--- config.mk ---
export PLATFORM = sky130hd
export DESIGN_NAME = mic_idle_clk_ctl
export DESIGN_NICKNAME = d
export VERILOG_FILES = /design/src/mic_pkg.sv /design/src/mic_sync.sv /design/src/mic_idle_clk_ctl.sv
export VERILOG_INCLUDE_DIRS = /design/src
export SDC_FILE = /design/constraint.sdc
export NUM_CORES = 1
export LEC_CHECK = 0
export ABC_AREA = 1
export BUFFER_PORTS_ARGS = -buffer_cell sky130_fd_sc_hd__buf_2
export CORE_MARGIN = 2
export CORE_UTILIZATION = 40
export DETAILED_ROUTE_END_ITERATION = 8
export GPL_TIMING_DRIVEN = 0
export PLACE_DENSITY_LB_ADDON = 0.08
export SLEW_MARGIN = 15
export SYNTH_ARGS = -nofsm -noshare
export SYNTH_HDL_FRONTEND = slang
export SYNTH_SLANG_ARGS = --single-unit
--- constraint.sdc ---
create_clock -name ref_clk -period 4.8 [get_ports ref_clk]
set_input_delay 0.24 -clock ref_clk [delete_from_list [all_inputs] [get_ports ref_clk]]
set_output_delay 0.24 -clock ref_clk [all_outputs]
set_load 0.03 [all_outputs]
--- src/mic_regs.svh ---
// register offsets, field positions, reset values and masks of the idle clock control block
`ifndef MIC_REGS_SVH
`define MIC_REGS_SVH

// byte offsets on the register bus
`define MIC_CTL1_OFS 8'h04
`define MIC_CTL2_OFS 8'h08
`define MIC_STAT_OFS 8'h40

// idle enable control 1 fields
`define MIC_CTL1_PLL_OUT_GATE 12
`define MIC_CTL1_WAKE_SEL 10
`define MIC_CTL1_TIMER_GATE 9
`define MIC_CTL1_HOST_IDLE_MODE 8
`define MIC_CTL1_PLL_IDLE_EN 7
`define MIC_CTL1_RESET 32'h0000_0400
`define MIC_CTL1_MASK 32'h0000_17FF

// idle enable control 2 fields
`define MIC_CTL2_HOST_CLK_EN 6
`define MIC_CTL2_RESET 32'h0000_0100
`define MIC_CTL2_MASK 32'h0000_09FF

// status register fields
`define MIC_STAT_CORE_IDLE 0
`define MIC_STAT_CORE_CLK 1
`define MIC_STAT_PLL_OUT_CLK 2
`define MIC_STAT_TIMER_CLK 3
`define MIC_STAT_HOST_CLK 4
`define MIC_STAT_PLL_IDLE 5
`define MIC_STAT_WAKE_PIN 6
`define MIC_STAT_IRQ_SEEN 7

// bus responses
`define MIC_RESP_OKAY 2'h0
`define MIC_RESP_SLVERR 2'h2

`endif

--- src/mic_pkg.sv ---
// types shared by the idle clock control block
package mic_pkg;

	// core idle state
	typedef enum logic [0:0] {
		MIC_RUN = 1'b0,
		MIC_IDLE = 1'b1
	} mic_state_t;

	// bus response code
	typedef logic [1:0] mic_resp_t;

endpackage

--- src/mic_sync.sv ---
// two flip-flop synchroniser for inputs from outside the clock domain
`timescale 1ns/1ps
`default_nettype none

module mic_sync #(
	parameter int WIDTH = 1,
	parameter logic [WIDTH-1:0] INIT = '0
) (
	// clock and reset
	input wire logic clk,
	input wire logic rst_n,
	// asynchronous input and synchronised copy
	input wire logic [WIDTH-1:0] async_in,
	output logic [WIDTH-1:0] sync_out
);

	logic [WIDTH-1:0] meta_reg;

	// first stage feeds only the second stage
	always_ff @(posedge clk or negedge rst_n) begin
		if (!rst_n) begin
			meta_reg <= INIT;
			sync_out <= INIT;
		end else begin
			meta_reg <= async_in;
			sync_out <= meta_reg;
		end
	end

endmodule

`default_nettype wire

--- src/mic_idle_clk_ctl.sv ---
// idle clock gating control with its register bank on an AXI4-Lite slave
//
// The implementer's own choice: the AXI4-Lite register port.
`timescale 1ns/1ps
`default_nettype none
`include "mic_regs.svh"

// Overview of operation
// bit 12 stops pll output clock on idle
// wake select 0: wake needs low pin
// wake select 1: any interrupt or wake releases
// bit 9 stops core timer clock on idle
// bit 8 host clock on demand else enable
// software keeps bit 8 and enable before chip-idle
// bit 7 lets pll idle when all quiet
// bit 7 clear keeps pll active
// host clock enable bit 0 stops clock
// wake restarts every gated clock
module mic_idle_clk_ctl (
	// clock and reset
	input wire logic ref_clk,
	input wire logic rst_n,
	// axi4-lite write address
	input wire logic [7:0] s_axi_awaddr,
	input wire logic s_axi_awvalid,
	output logic s_axi_awready,
	// axi4-lite write data
	input wire logic [31:0] s_axi_wdata,
	input wire logic [3:0] s_axi_wstrb,
	input wire logic s_axi_wvalid,
	output logic s_axi_wready,
	// axi4-lite write response
	output mic_pkg::mic_resp_t s_axi_bresp,
	output logic s_axi_bvalid,
	input wire logic s_axi_bready,
	// axi4-lite read address
	input wire logic [7:0] s_axi_araddr,
	input wire logic s_axi_arvalid,
	output logic s_axi_arready,
	// axi4-lite read data
	output logic [31:0] s_axi_rdata,
	output mic_pkg::mic_resp_t s_axi_rresp,
	output logic s_axi_rvalid,
	input wire logic s_axi_rready,
	// core and system idle status
	input wire logic core_idle_req,
	input wire logic core_irq,
	input wire logic wake_event,
	input wire logic chip_idle,
	input wire logic dsp_global_idle,
	input wire logic dma_active,
	input wire logic posted_write_pending,
	input wire logic periph_clks_stopped,
	input wire logic host_port_busy,
	// external pins
	input wire logic ext_wake_pin_n,
	input wire logic test_bypass_pin,
	// clock enables and idle controls
	output logic core_clk_en,
	output logic pll_out_clk_en,
	output logic timer_clk_en,
	output logic host_port_clk_en,
	output logic pll_idle,
	output logic chip_wake
);
	import mic_pkg::*;

	logic rst_meta_reg;
	logic rst_sync_reg;
	logic srst_n;
	logic wake_pin_n_sync;
	logic bypass_sync;
	logic [31:0] ctl1_reg;
	logic [31:0] ctl2_reg;
	logic aw_held_reg;
	logic w_held_reg;
	logic [7:0] awaddr_reg;
	logic [31:0] wdata_reg;
	logic [3:0] wstrb_reg;
	logic wr_fire;
	logic [31:0] wr_mask;
	logic [31:0] rd_word;
	logic rd_hit;
	mic_state_t state_reg;
	mic_state_t state_next;
	logic irq_seen_reg;
	logic core_wake;
	logic host_clk_next;
	logic pll_idle_next;
	logic [31:0] status_word;

	// reset release through two flip-flops
	always_ff @(posedge ref_clk or negedge rst_n) begin
		if (!rst_n) begin
			rst_meta_reg <= 1'b0;
			rst_sync_reg <= 1'b0;
		end else begin
			rst_meta_reg <= 1'b1;
			rst_sync_reg <= rst_meta_reg;
		end
	end
	assign srst_n = rst_sync_reg;

	// pin inputs pass two flip-flops before use
	mic_sync #(
		.WIDTH(2),
		.INIT(2'h3)
	) u_pin_sync (
		.clk(ref_clk),
		.rst_n(srst_n),
		.async_in({ext_wake_pin_n, test_bypass_pin}),
		.sync_out({wake_pin_n_sync, bypass_sync})
	);

	// write address and data are taken in either order and held until both are present
	always_ff @(posedge ref_clk or negedge srst_n) begin
		if (!srst_n) begin
			aw_held_reg <= 1'b0;
			w_held_reg <= 1'b0;
			awaddr_reg <= 8'h00;
			wdata_reg <= 32'h0000_0000;
			wstrb_reg <= 4'h0;
		end else begin
			if (s_axi_awvalid && s_axi_awready) begin
				aw_held_reg <= 1'b1;
				awaddr_reg <= s_axi_awaddr;
			end else if (wr_fire) begin
				aw_held_reg <= 1'b0;
			end
			if (s_axi_wvalid && s_axi_wready) begin
				w_held_reg <= 1'b1;
				wdata_reg <= s_axi_wdata;
				wstrb_reg <= s_axi_wstrb;
			end else if (wr_fire) begin
				w_held_reg <= 1'b0;
			end
		end
	end

	// ready is high while the channel has no held item and no response is waiting
	always_ff @(posedge ref_clk or negedge srst_n) begin
		if (!srst_n) begin
			s_axi_awready <= 1'b0;
			s_axi_wready <= 1'b0;
		end else begin
			s_axi_awready <= !(aw_held_reg || (s_axi_awvalid && s_axi_awready)) && !s_axi_bvalid && !wr_fire;
			s_axi_wready <= !(w_held_reg || (s_axi_wvalid && s_axi_wready)) && !s_axi_bvalid && !wr_fire;
		end
	end

	// a write is performed once both halves are held
	assign wr_fire = aw_held_reg && w_held_reg && !s_axi_bvalid;

	// byte enables widened to a bit mask
	genvar gi;
	generate
		for (gi = 0; gi < 4; gi++) begin : g_strb
			assign wr_mask[gi*8 +: 8] = {8{wstrb_reg[gi]}};
		end
	endgenerate

	// write response
	always_ff @(posedge ref_clk or negedge srst_n) begin
		if (!srst_n) begin
			s_axi_bvalid <= 1'b0;
			s_axi_bresp <= `MIC_RESP_OKAY;
		end else if (wr_fire) begin
			s_axi_bvalid <= 1'b1;
			if ({awaddr_reg[7:2], 2'h0} == `MIC_CTL1_OFS || {awaddr_reg[7:2], 2'h0} == `MIC_CTL2_OFS
				|| {awaddr_reg[7:2], 2'h0} == `MIC_STAT_OFS) begin
				s_axi_bresp <= `MIC_RESP_OKAY;
			end else begin
				s_axi_bresp <= `MIC_RESP_SLVERR;
			end
		end else if (s_axi_bvalid && s_axi_bready) begin
			s_axi_bvalid <= 1'b0;
		end
	end

	// idle enable control 1, reserved bits stay zero
	always_ff @(posedge ref_clk or negedge srst_n) begin
		if (!srst_n) begin
			ctl1_reg <= `MIC_CTL1_RESET;
		end else if (wr_fire && {awaddr_reg[7:2], 2'h0} == `MIC_CTL1_OFS) begin
			ctl1_reg <= ((ctl1_reg & ~wr_mask) | (wdata_reg & wr_mask)) & `MIC_CTL1_MASK;
		end
	end

	// idle enable control 2, holds the host clock enable
	always_ff @(posedge ref_clk or negedge srst_n) begin
		if (!srst_n) begin
			ctl2_reg <= `MIC_CTL2_RESET;
		end else if (wr_fire && {awaddr_reg[7:2], 2'h0} == `MIC_CTL2_OFS) begin
			ctl2_reg <= ((ctl2_reg & ~wr_mask) | (wdata_reg & wr_mask)) & `MIC_CTL2_MASK;
		end
	end

	// live state shown to software
	always_comb begin
		status_word = 32'h0000_0000;
		status_word[`MIC_STAT_CORE_IDLE] = (state_reg == MIC_IDLE);
		status_word[`MIC_STAT_CORE_CLK] = core_clk_en;
		status_word[`MIC_STAT_PLL_OUT_CLK] = pll_out_clk_en;
		status_word[`MIC_STAT_TIMER_CLK] = timer_clk_en;
		status_word[`MIC_STAT_HOST_CLK] = host_port_clk_en;
		status_word[`MIC_STAT_PLL_IDLE] = pll_idle;
		status_word[`MIC_STAT_WAKE_PIN] = wake_pin_n_sync;
		status_word[`MIC_STAT_IRQ_SEEN] = irq_seen_reg;
	end

	// read decode
	always_comb begin
		rd_word = 32'h0000_0000;
		rd_hit = 1'b1;
		unique case ({s_axi_araddr[7:2], 2'h0})
			`MIC_CTL1_OFS: rd_word = ctl1_reg;
			`MIC_CTL2_OFS: rd_word = ctl2_reg;
			`MIC_STAT_OFS: rd_word = status_word;
			default: rd_hit = 1'b0;
		endcase
	end

	// read channel, one read under way at a time
	always_ff @(posedge ref_clk or negedge srst_n) begin
		if (!srst_n) begin
			s_axi_arready <= 1'b0;
			s_axi_rvalid <= 1'b0;
			s_axi_rdata <= 32'h0000_0000;
			s_axi_rresp <= `MIC_RESP_OKAY;
		end else if (s_axi_arvalid && s_axi_arready) begin
			s_axi_arready <= 1'b0;
			s_axi_rvalid <= 1'b1;
			s_axi_rdata <= rd_word;
			s_axi_rresp <= rd_hit ? `MIC_RESP_OKAY : `MIC_RESP_SLVERR;
		end else if (s_axi_rvalid && s_axi_rready) begin
			s_axi_rvalid <= 1'b0;
		end else if (!s_axi_rvalid) begin
			s_axi_arready <= 1'b1;
		end
	end

	// core wake: any interrupt, or with pin wake only an interrupt seen and the pin low
	always_comb begin
		if (ctl1_reg[`MIC_CTL1_WAKE_SEL]) begin
			core_wake = core_irq;
		end else begin
			core_wake = (core_irq || irq_seen_reg) && !wake_pin_n_sync;
		end
	end

	// remembers an interrupt while waiting for the wake pin
	always_ff @(posedge ref_clk or negedge srst_n) begin
		if (!srst_n) begin
			irq_seen_reg <= 1'b0;
		end else if (state_reg == MIC_IDLE && !core_wake) begin
			irq_seen_reg <= irq_seen_reg || core_irq;
		end else begin
			irq_seen_reg <= 1'b0;
		end
	end

	// core idle state machine
	always_comb begin
		state_next = state_reg;
		unique case (state_reg)
			MIC_RUN: begin
				if (core_idle_req) begin
					state_next = MIC_IDLE;
				end
			end
			MIC_IDLE: begin
				if (core_wake) begin
					state_next = MIC_RUN;
				end
			end
		endcase
	end

	always_ff @(posedge ref_clk or negedge srst_n) begin
		if (!srst_n) begin
			state_reg <= MIC_RUN;
		end else begin
			state_reg <= state_next;
		end
	end

	// host port clock follows its enable, or runs on demand in idle mode
	always_comb begin
		if (ctl1_reg[`MIC_CTL1_HOST_IDLE_MODE]) begin
			host_clk_next = ctl2_reg[`MIC_CTL2_HOST_CLK_EN] && host_port_busy;
		end else begin
			host_clk_next = ctl2_reg[`MIC_CTL2_HOST_CLK_EN];
		end
	end

	// pll idle only when enabled, the core idles and the system is quiet, with dma allowed while the bypass pin is low
	always_comb begin
		pll_idle_next = ctl1_reg[`MIC_CTL1_PLL_IDLE_EN]
			&& dsp_global_idle
			&& state_next == MIC_IDLE
			&& (!dma_active || !bypass_sync)
			&& !posted_write_pending
			&& periph_clks_stopped;
	end

	// clock enables, all restarted on leaving idle
	always_ff @(posedge ref_clk or negedge srst_n) begin
		if (!srst_n) begin
			core_clk_en <= 1'b1;
			pll_out_clk_en <= 1'b1;
			timer_clk_en <= 1'b1;
		end else begin
			core_clk_en <= (state_next == MIC_RUN);
			pll_out_clk_en <= !(state_next == MIC_IDLE && ctl1_reg[`MIC_CTL1_PLL_OUT_GATE]);
			timer_clk_en <= !(state_next == MIC_IDLE && ctl1_reg[`MIC_CTL1_TIMER_GATE]);
		end
	end

	// host port clock and pll idle outputs
	always_ff @(posedge ref_clk or negedge srst_n) begin
		if (!srst_n) begin
			host_port_clk_en <= 1'b0;
			pll_idle <= 1'b0;
		end else begin
			host_port_clk_en <= host_clk_next;
			pll_idle <= pll_idle_next;
		end
	end

	// chip-idle release held each cycle while a wake-up condition lasts, pin-qualified when selected
	always_ff @(posedge ref_clk or negedge srst_n) begin
		if (!srst_n) begin
			chip_wake <= 1'b0;
		end else begin
			chip_wake <= chip_idle && wake_event
				&& (ctl1_reg[`MIC_CTL1_WAKE_SEL] || !wake_pin_n_sync);
		end
	end

endmodule

`default_nettype wire

==> insert_results.sql, run 1 <==
INSERT INTO impl_metrics (metric_group, metric, value, unit) VALUES
('status', 'run_status', 'complete, no violations', ''),
('worst_hold_path', 'min-delay-start', 's_axi_bready', ''),
('detailed_routing', 'detail_route.drc_violations', '0', ''),
('critical_path', 'slowest_stage', 'dfstp_2', ''),
('sta', 'finalSetupTns', '0', 'ns'),
('clock_network', 'clock_insertion_delay_worst_skew', '0.34', 'ns'),
('pwr', 'worst_ir_drop_vdd', '0.2384', 'mV'),
('detailed_routing', 'postRouteWirelength', '7.293', 'mm'),
('sta', 'final_period_minus_worst_setup_slack', '1.349', 'ns'),
('sta', 'clock.fmax', '741.1', 'MHz'),
('synth', 'synth_cell_type_count', '31', ''),
('synth', 'post-synth-top-area-cell', 'dfrtp_1', ''),
('critical_path', 'critical_path_end_type', 'flip-flop', ''),
('placed_design', 'post_place_cell_area', '4156', 'um^2'),
('global_route', 'grt_pass1_wl', '12.28', 'mm'),
('critical_path', 'timing.critical_path.fanout_max', '3', ''),
('synth', 'synth_top_area_share', '49.14', '%'),
('cells_and_area', 'fraction_of_final_layout_cells_sized_beyond_drive_strength_1', '35.88', '%'),
('sta', 'layout_worst_path_cycle_share', '28.11', '%'),
('global_route', 'gr_overflow_total', '0', ''),
('placed_design', 'globalplace.congestion', '0.8329', ''),
('sta', 'tightest_slew', '0.6001', 'ns'),
('floorplanning', 'boundaryPins', '117', ''),
('floorplanning', 'floorplan.initialDensity', '41.08', '%'),
('clock_network', 'cts.root.buffer_cell', 'clkbuf_8', ''),
('global_route', 'grt_start_max_net_pins', '50', ''),
('critical_path', 'critPathKind', 'flip-flop to flip-flop', ''),
('synth', 'synth_sequential_area_ratio', '55.77', '%'),
('clock_network', 'path_clk_slew', '0.08', 'ns'),
('floorplanning', 'die_height', '98.40', 'um'),
('job', 'drv_cap', '0', ''),
('clock_network', 'cts_tree', 'built', ''),
('worst_hold_path', 'worst_hold_path.num_cells', '2', ''),
('global_route', 'antenna_found_initial', '0', ''),
('detailed_routing', 'vias_per_cell', '4.494', ''),
('placed_design', 'numPortBuffers', '70', ''),
('global_route', 'vias_in_the_first_global_route', '2516', ''),
('pwr', 'power_leakage', '2.274', 'nW'),
('cells_and_area', 'finalInstanceArea', '4363', 'um^2'),
('critical_path', 'cpPeakStageDelay', '0.56', 'ns'),
('cells_and_area', 'final_core_util', '50.27', '%'),
('clock_network', 'cts_max_level', '3', ''),
('sta', 'hold-worst-slack', '0.06832', 'ns'),
('synth', 'synth-edff-count', '0', ''),
('cells_and_area', 'area.growth.synth_to_final', '22.39', '%'),
('floorplanning', 'core.rowCount', '34', ''),
('floorplanning', 'core', '8678', 'um^2'),
('critical_path', 'start_kind', 'flip-flop', ''),
('floorplanning', 'die_area', '9683', 'um^2'),
('clock_network', 'cts-buffers-inserted', '9', ''),
('sta', 'rsz_0062_raised_after_global_routing', 'no', ''),
('synth', 'synth_area', '3565', 'um^2'),
('worst_hold_path', 'worst_hold_path_type', 'input port to flip-flop', ''),
('sta', 'maxSlewViolCount', '0', ''),
('pwr', 'power_density', '422.8', 'nW/um^2'),
('floorplanning', 'dieWidth', '98.40', 'um'),
('synth', 'yosys_register_bits', '79', ''),
('critical_path', 'worst-r2r-cell-count', '5', ''),
('synth', 'syn_avg_cell_area', '9.874', 'um^2'),
('sta', 'final_clock_skew', '0.009219', 'ns'),
('synth', 'netlist_instances', '361', ''),
('clock_network', 'cts_sinks', '79', ''),
('pwr', 'design_power_total', '1.844', 'mW'),
('critical_path', 'critPathRequiredTime', '4.99', 'ns'),
('detailed_routing', 'total_via_count_after_detailed_routing', '2602', ''),
('synth', 'synth_ff_type', 'dfrtp_1', ''),
('synth', 'yosysWarningCount', '0', ''),
('global_route', 'global_route.usage.total', '16.10', '%'),
('detailed_routing', 'drt_first_iter_violations', '109', ''),
('clock_network', 'cts_buffer_depth', '2', ''),
('synth', 'ys_async_sr_fraction', '100.0', '%');
## area by class of cell
type                            instances  area, um^2
Buffer                                 32       236.5
Clock buffer                           13       158.9
Clock inverter                          3       17.52
Fill cell                             865        4315
Inverter                               35       131.4
Multi-Input combinational cell        235        1284
Sequential cell                        79        1992
Tap cell                              108       135.1
Timing Repair Buffer                   74       407.9
## per-stage QoR
| stage | worst slack [ns] | cells |
|---|---|---|
| 4_1_cts | 3.429 | 579 |
| 3_5_place_dp | 3.446 | 560 |
| 2_1_floorplan | 2.453 | 381 |
| 5_1_grt | 3.322 | 579 |
| 6_report | 3.451 | 579 |
| 3_3_place_gp | 1.517 | 559 |
## logic make-up after synthesis
family | share of synthesized area [%]
AO/OA/AOI/OAI | 9.407
buffers and inverters | 10.32
flip-flops | 55.77
multiplexers | 0.9476
other | 0.2107
AND/OR/NAND/NOR | 23.34
## synth_stat cells (3+ instances only)
cell type  number
a21oi_1        18
o21ai_1         3
mux2_2          3
inv_2           3
buf_2           3
nand3_1        15
dfstp_2         9
buf_4          23
nand4_1        28
dfrtp_1        70
nand2_1        68
inv_1          32
buf_6           3
nand2_2         6
nor2_4          6
o21ai_2        16
nor2_1         23
o21ai_0        14
## cell usage in the layout (no fill, tap or decap), types with 2 or more instances in the layout
cell type | netlist | routed
dlygate4sd3_1 | 0 | 3
nand3_1 | 15 | 15
o21ai_0 | 14 | 14
conb_1 | 2 | 22
nor2_1 | 23 | 23
dfstp_2 | 9 | 9
nand4_1 | 28 | 28
nor2_8 | 2 | 2
o21ai_1 | 3 | 3
clkinv_2 | 0 | 2
inv_1 | 32 | 32
nand4_4 | 2 | 2
inv_2 | 3 | 3
nor2_2 | 2 | 2
a21oi_1 | 18 | 18
nand2_2 | 6 | 6
buf_6 | 3 | 3
buf_2 | 3 | 73
nor2_4 | 6 | 6
buf_4 | 23 | 23
clkbuf_1 | 2 | 4
clkbuf_8 | 0 | 11
o21ai_2 | 16 | 16
mux2_2 | 3 | 3
nand2_1 | 68 | 68
dfrtp_1 | 70 | 69
## power by group
group / internal, mW / switching, mW
Clock: 0.215 / 0.227
Sequential: 0.814 / 0.0896
Combinational: 0.161 / 0.338
Total: 1.19 / 0.654
## critical path, delay by kind of cell (launching register included)
| family | cells | cell delay (ns) |
|---|---|---|
| compound gates | 1 | 0.24 |
| buf+inv | 2 | 0.21 |
| flops | 1 | 0.56 |
| simple gates | 2 | 0.18 |
## path summary, 6_finish.rpt
| kind | endpoint | slack (ns) |
|---|---|---|
| hold / removal | s_axi_bvalid | 0.07 |
| hold reg to reg | wdata_reg[1] | 0.26 |
| max in group asynchronous | u_pin_sync.meta_reg[1] | 3.91 |
| setup / recovery | state_reg | 3.45 |
| setup reg to reg | state_reg | 3.45 |
| min in group asynchronous | rst_sync_reg | 0.20 |
## layer usage
metal | share of wire [%] | track usage, % | up-vias
met3 | 6.1 | 5.583 | 5
met5 | 0 | 0 | -
li1 | - | - | 1354
met4 | 0.88 | 5.058 | 0
met2 | 45 | 24.75 | 76
met1 | 48 | 21.54 | 1167
## repair_timing
action	in CTS	in global routing
gates resized for setup	0	0
buffers inserted	0	0
hold buffers	3	0
endpoints found under the hold margin	4	0
endpoints found under the setup margin	0	0
Note: power is estimated with default switching activity, not from simulation.
==> run 2: changes to the inputs <==
==> constraint.sdc (replaced) <==
create_clock -name ref_clk -period 1.3 [get_ports ref_clk]
set_input_delay 0.065 -clock ref_clk [delete_from_list [all_inputs] [get_ports ref_clk]]
set_output_delay 0.065 -clock ref_clk [all_outputs]
set_load 0.03 [all_outputs]
==> run 2 against run 1 <==
Sequential power rose to 3.7 times the previous value. Core utilization rose by 5.2 points. Non-clock buffer count rose by 39. Clock skew barely moved. Combinational power rose to 4.0 times the previous value. Maximum frequency rose by 6.6%. Flip-flop and latch count did not move. Worst hold slack got worse by 0.048 ns. Via count rose by 9.3%. Sequential share of layout area fell by 4.3 points. Critical path depth rose by 2. Register-to-register slack got worse by 3.4 ns. Largest cell class unchanged.
==> insert_results.sql, run 2 (same netlist as run 1, synthesis figures left out) <==
INSERT INTO impl_metrics (metric_group, metric, value, unit) VALUES
('critical_path', 'timing.critical_path.fanout_max', '10', ''),
('global_route', 'global_route.usage.total', '17.03', '%'),
('global_route', 'grt_pass1_wl', '13.16', 'mm'),
('cells_and_area', 'area.growth.synth_to_final', '35.17', '%'),
('floorplanning', 'die_height', '98.40', 'um'),
('critical_path', 'slowest_stage', 'dfrtp_1', ''),
('floorplanning', 'die_area', '9683', 'um^2'),
('detailed_routing', 'drt_first_iter_violations', '86', ''),
('pwr', 'switching_portion_of_total_power', '33.31', '%'),
('clock_network', 'cts-buffers-inserted', '9', ''),
('cells_and_area', 'antenna_cells_inserted', '0', ''),
('pwr', 'p_seq_share', '44.8', '%'),
('cells_and_area', 'num-fill-cells', '834', ''),
('global_route', 'gr_overflow_total', '0', ''),
('cells_and_area', 'mostFrequentLayoutCell', 'buf_2', ''),
('sta', 'hold-worst-slack', '0.01999', 'ns'),
('critical_path', 'critPathMostFrequentCell', 'nand2_2', ''),
('floorplanning', 'core.rowCount', '34', ''),
('global_route', 'vias_in_the_first_global_route', '2797', ''),
('clock_network', 'cts_tree', 'built', ''),
('global_route', 'globalRouteMet2Util', '26.79', '%'),
('sta', 'final_clock_skew', '0.009521', 'ns'),
('sta', 'rsz_0062_raised_after_global_routing', 'yes', ''),
('critical_path', 'worstPathCellList', 'inv_2 > nand2_2 > nor2_4 > nand4_4 > buf_6 > nand2_2 > o21ai_2', ''),
('floorplanning', 'floorplan.initialDensity', '41.08', '%'),
('sta', 'layout_worst_path_cycle_share', '97.36', '%'),
('global_route', 'grt_start_max_net_pins', '78', ''),
('job', 'drv_cap', '0', ''),
('clock_network', 'clock_insertion_delay_worst_skew', '0.35', 'ns'),
('clock_network', 'cts.root.buffer_cell', 'clkbuf_8', ''),
('global_route', 'grt_util_met3', '3.508', '%'),
('pwr', 'power_leakage', '2.481', 'nW'),
('clock_network', 'path_clk_slew', '0.08', 'ns'),
('critical_path', 'critPathRequiredTime', '1.54', 'ns'),
('critical_path', 'arrival_time_at_the_worst_endpoint', '1.51', 'ns'),
('pwr', 'share_clk_of_total_power', '28.4', '%'),
('critical_path', 'cpPeakStageDelay', '0.41', 'ns'),
('pwr', 'internal_power', '5.005', 'mW'),
('floorplanning', 'core', '8678', 'um^2'),
('detailed_routing', 'postRouteWirelength', '7.857', 'mm'),
('critical_path', 'critPathKind', 'flip-flop to flip-flop', ''),
('placed_design', 'numPortBuffers', '70', ''),
('sta', 'maxSlewViolCount', '0', ''),
('detailed_routing', 'vias_per_cell', '4.600', ''),
('pwr', 'pwr-share-comb', '26.8', '%'),
('detailed_routing', 'total_via_count_after_detailed_routing', '2843', ''),
('placed_design', 'dp.final_hpwl', '5.391', 'mm'),
('cells_and_area', 'nNetsFinal', '575', ''),
('critical_path', 'critical_path_end_type', 'flip-flop', ''),
('floorplanning', 'dieWidth', '98.40', 'um'),
('detailed_routing', 'drtAntennaViolNets', '0', ''),
('sta', 'tightest_slew', '0.5639', 'ns'),
('clock_network', 'cts_buffer_depth', '2', ''),
('worst_hold_path', 'worst_hold_path_type', 'input port to async pin', ''),
('detailed_routing', 'detail_route.drc_violations', '0', ''),
('global_route', 'top_usage_layer', 'met2', ''),
('global_route', 'antenna_found_initial', '0', ''),
('pwr', 'worst_ir_drop_vdd', '0.8748', 'mV'),
('pwr', 'power_density', '1558', 'nW/um^2'),
('cells_and_area', 'final_core_util', '55.52', '%'),
('clock_network', 'cts_sinks', '79', ''),
('cells_and_area', 'finalInstanceArea', '4818', 'um^2'),
('sta', 'clock.fmax', '790.1', 'MHz'),
('cells_and_area', 'layout_common_cells', '71 x buf_2, 69 x dfrtp_1, 66 x nand2_1', ''),
('detailed_routing', 'post_drt_wl_per_cell', '12.71', 'um'),
('sta', 'timing.slew.headroom', '62.41', '%'),
('floorplanning', 'boundaryPins', '117', ''),
('placed_design', 'globalplace.congestion', '0.7988', ''),
('sta', 'finalSetupViolations', '0', ''),
('critical_path', 'start_kind', 'flip-flop', ''),
('sta', 'final_period_minus_worst_setup_slack', '1.266', 'ns'),
('clock_network', 'cts_max_level', '3', ''),
('cells_and_area', 'fraction_of_final_layout_cells_sized_beyond_drive_strength_1', '35.88', '%'),
('detailed_routing', 'drt-pass1-iter-count', '4', ''),
('pwr', 'netSwitchingPower', '2.500', 'mW'),
('placed_design', 'post_place_cell_area', '4129', 'um^2'),
('sta', 'final-hold-violation-count', '0', ''),
('pwr', 'design_power_total', '7.505', 'mW'),
('status', 'run_status', 'complete, no violations', ''),
('global_route', 'met1_usage', '22.83', '%');
-- run 2: changes by cell type in the layout (fill, tap and decap cells not counted), moves of 2 or more --
cell / previous run / this run
dlygate4sd3_1: 3 / 34
buf_4: 23 / 28
buf_6: 3 / 6
bufinv_16: 0 / 3
inv_1: 32 / 29
inv_2: 3 / 6
buf_2: 73 / 71
clkbuf_4: 1 / 3
clkbuf_8: 11 / 9
nand2_1: 68 / 66
-- run 2: critical path: cells and delay by family (launching register included) --
kind / cells / cell delay (ns)
and+or+nand+nor: 4 / 0.43
DFF: 1 / 0.41
buffers and inverters: 2 / 0.27
AOI/OAI and AO/OA: 1 / 0.05
-- run 2: area by class of cell --
cell class              count  area [um^2]  share of cell area, %
flip-flops and latches     79         1992                  41.34
multi-input cells         235         1297                  26.93
repair buffers            113        789.5                  16.39
plain buffers              32        242.7                  5.038
clock buffers              12        135.1                  2.804
well taps                 108        135.1                  2.804
inverters                  35        131.4                  2.727
clock inverters             4        95.09                  1.974
-- run 2: power groups by stage --
stage               logic (mW)  clock network, mW  registers, mW
CTS                       1.91               2.20           3.37
finish                    2.01               2.13           3.36
detailed placement        1.82                  0           3.42
global route              2.25               2.31           3.43
floorplan                 1.17                  0           3.56
global placement          1.78                  0           3.40
-- run 2: timing repair --
| item | in CTS | in global routing |
|---|---|---|
| cloned | 0 | 0 |
| endpoints found under the hold margin | 31 | 0 |
| hold buffers | 34 | 0 |
| pin swaps | 1 | 1 |
| setup buffers | 4 | 5 |
| gates resized for setup | 1 | 14 |
| endpoints found under the setup margin | 7 | 105 |
-- run 2: final timing paths --
path | startpoint | to | slack [ns] | cells past startpoint
min in group ref_clk | s_axi_awvalid | awaddr_reg[3] | 0.04 | 4
max | awaddr_reg[3] | flip-flop | 0.03 | 7
min reg2reg | rst_sync_reg | wdata_reg[1] | 0.32 | 0
max in group asynchronous | rst_sync_reg | async pin | 0.33 | 1
min | rst_n | rst_sync_reg | 0.02 | 2
max reg2reg | awaddr_reg[3] | flip-flop | 0.03 | 7
-- run 2: layer usage --
| layer | routed length [um] | vias up |
|---|---|---|
| met5 | 0 | - |
| met4 | 196 | 0 |
| met3 | 417 | 16 |
| met2 | 3563 | 86 |
| met1 | 3679 | 1292 |
| li1 | - | 1449 |
-- run 2: per-stage QoR --
| step | worst slack [ns] | setup TNS [ns] | cells |
|---|---|---|---|
| floorplan | 0.01518 | 0 | 381 |
| global placement | -0.04021 | -0.1156 | 559 |
| detailed placement | -0.03079 | -0.07911 | 559 |
| CTS | 0.001107 | 0 | 613 |
| global route | -0.03034 | -0.05681 | 618 |
| finish | 0.03426 | 0 | 618 |
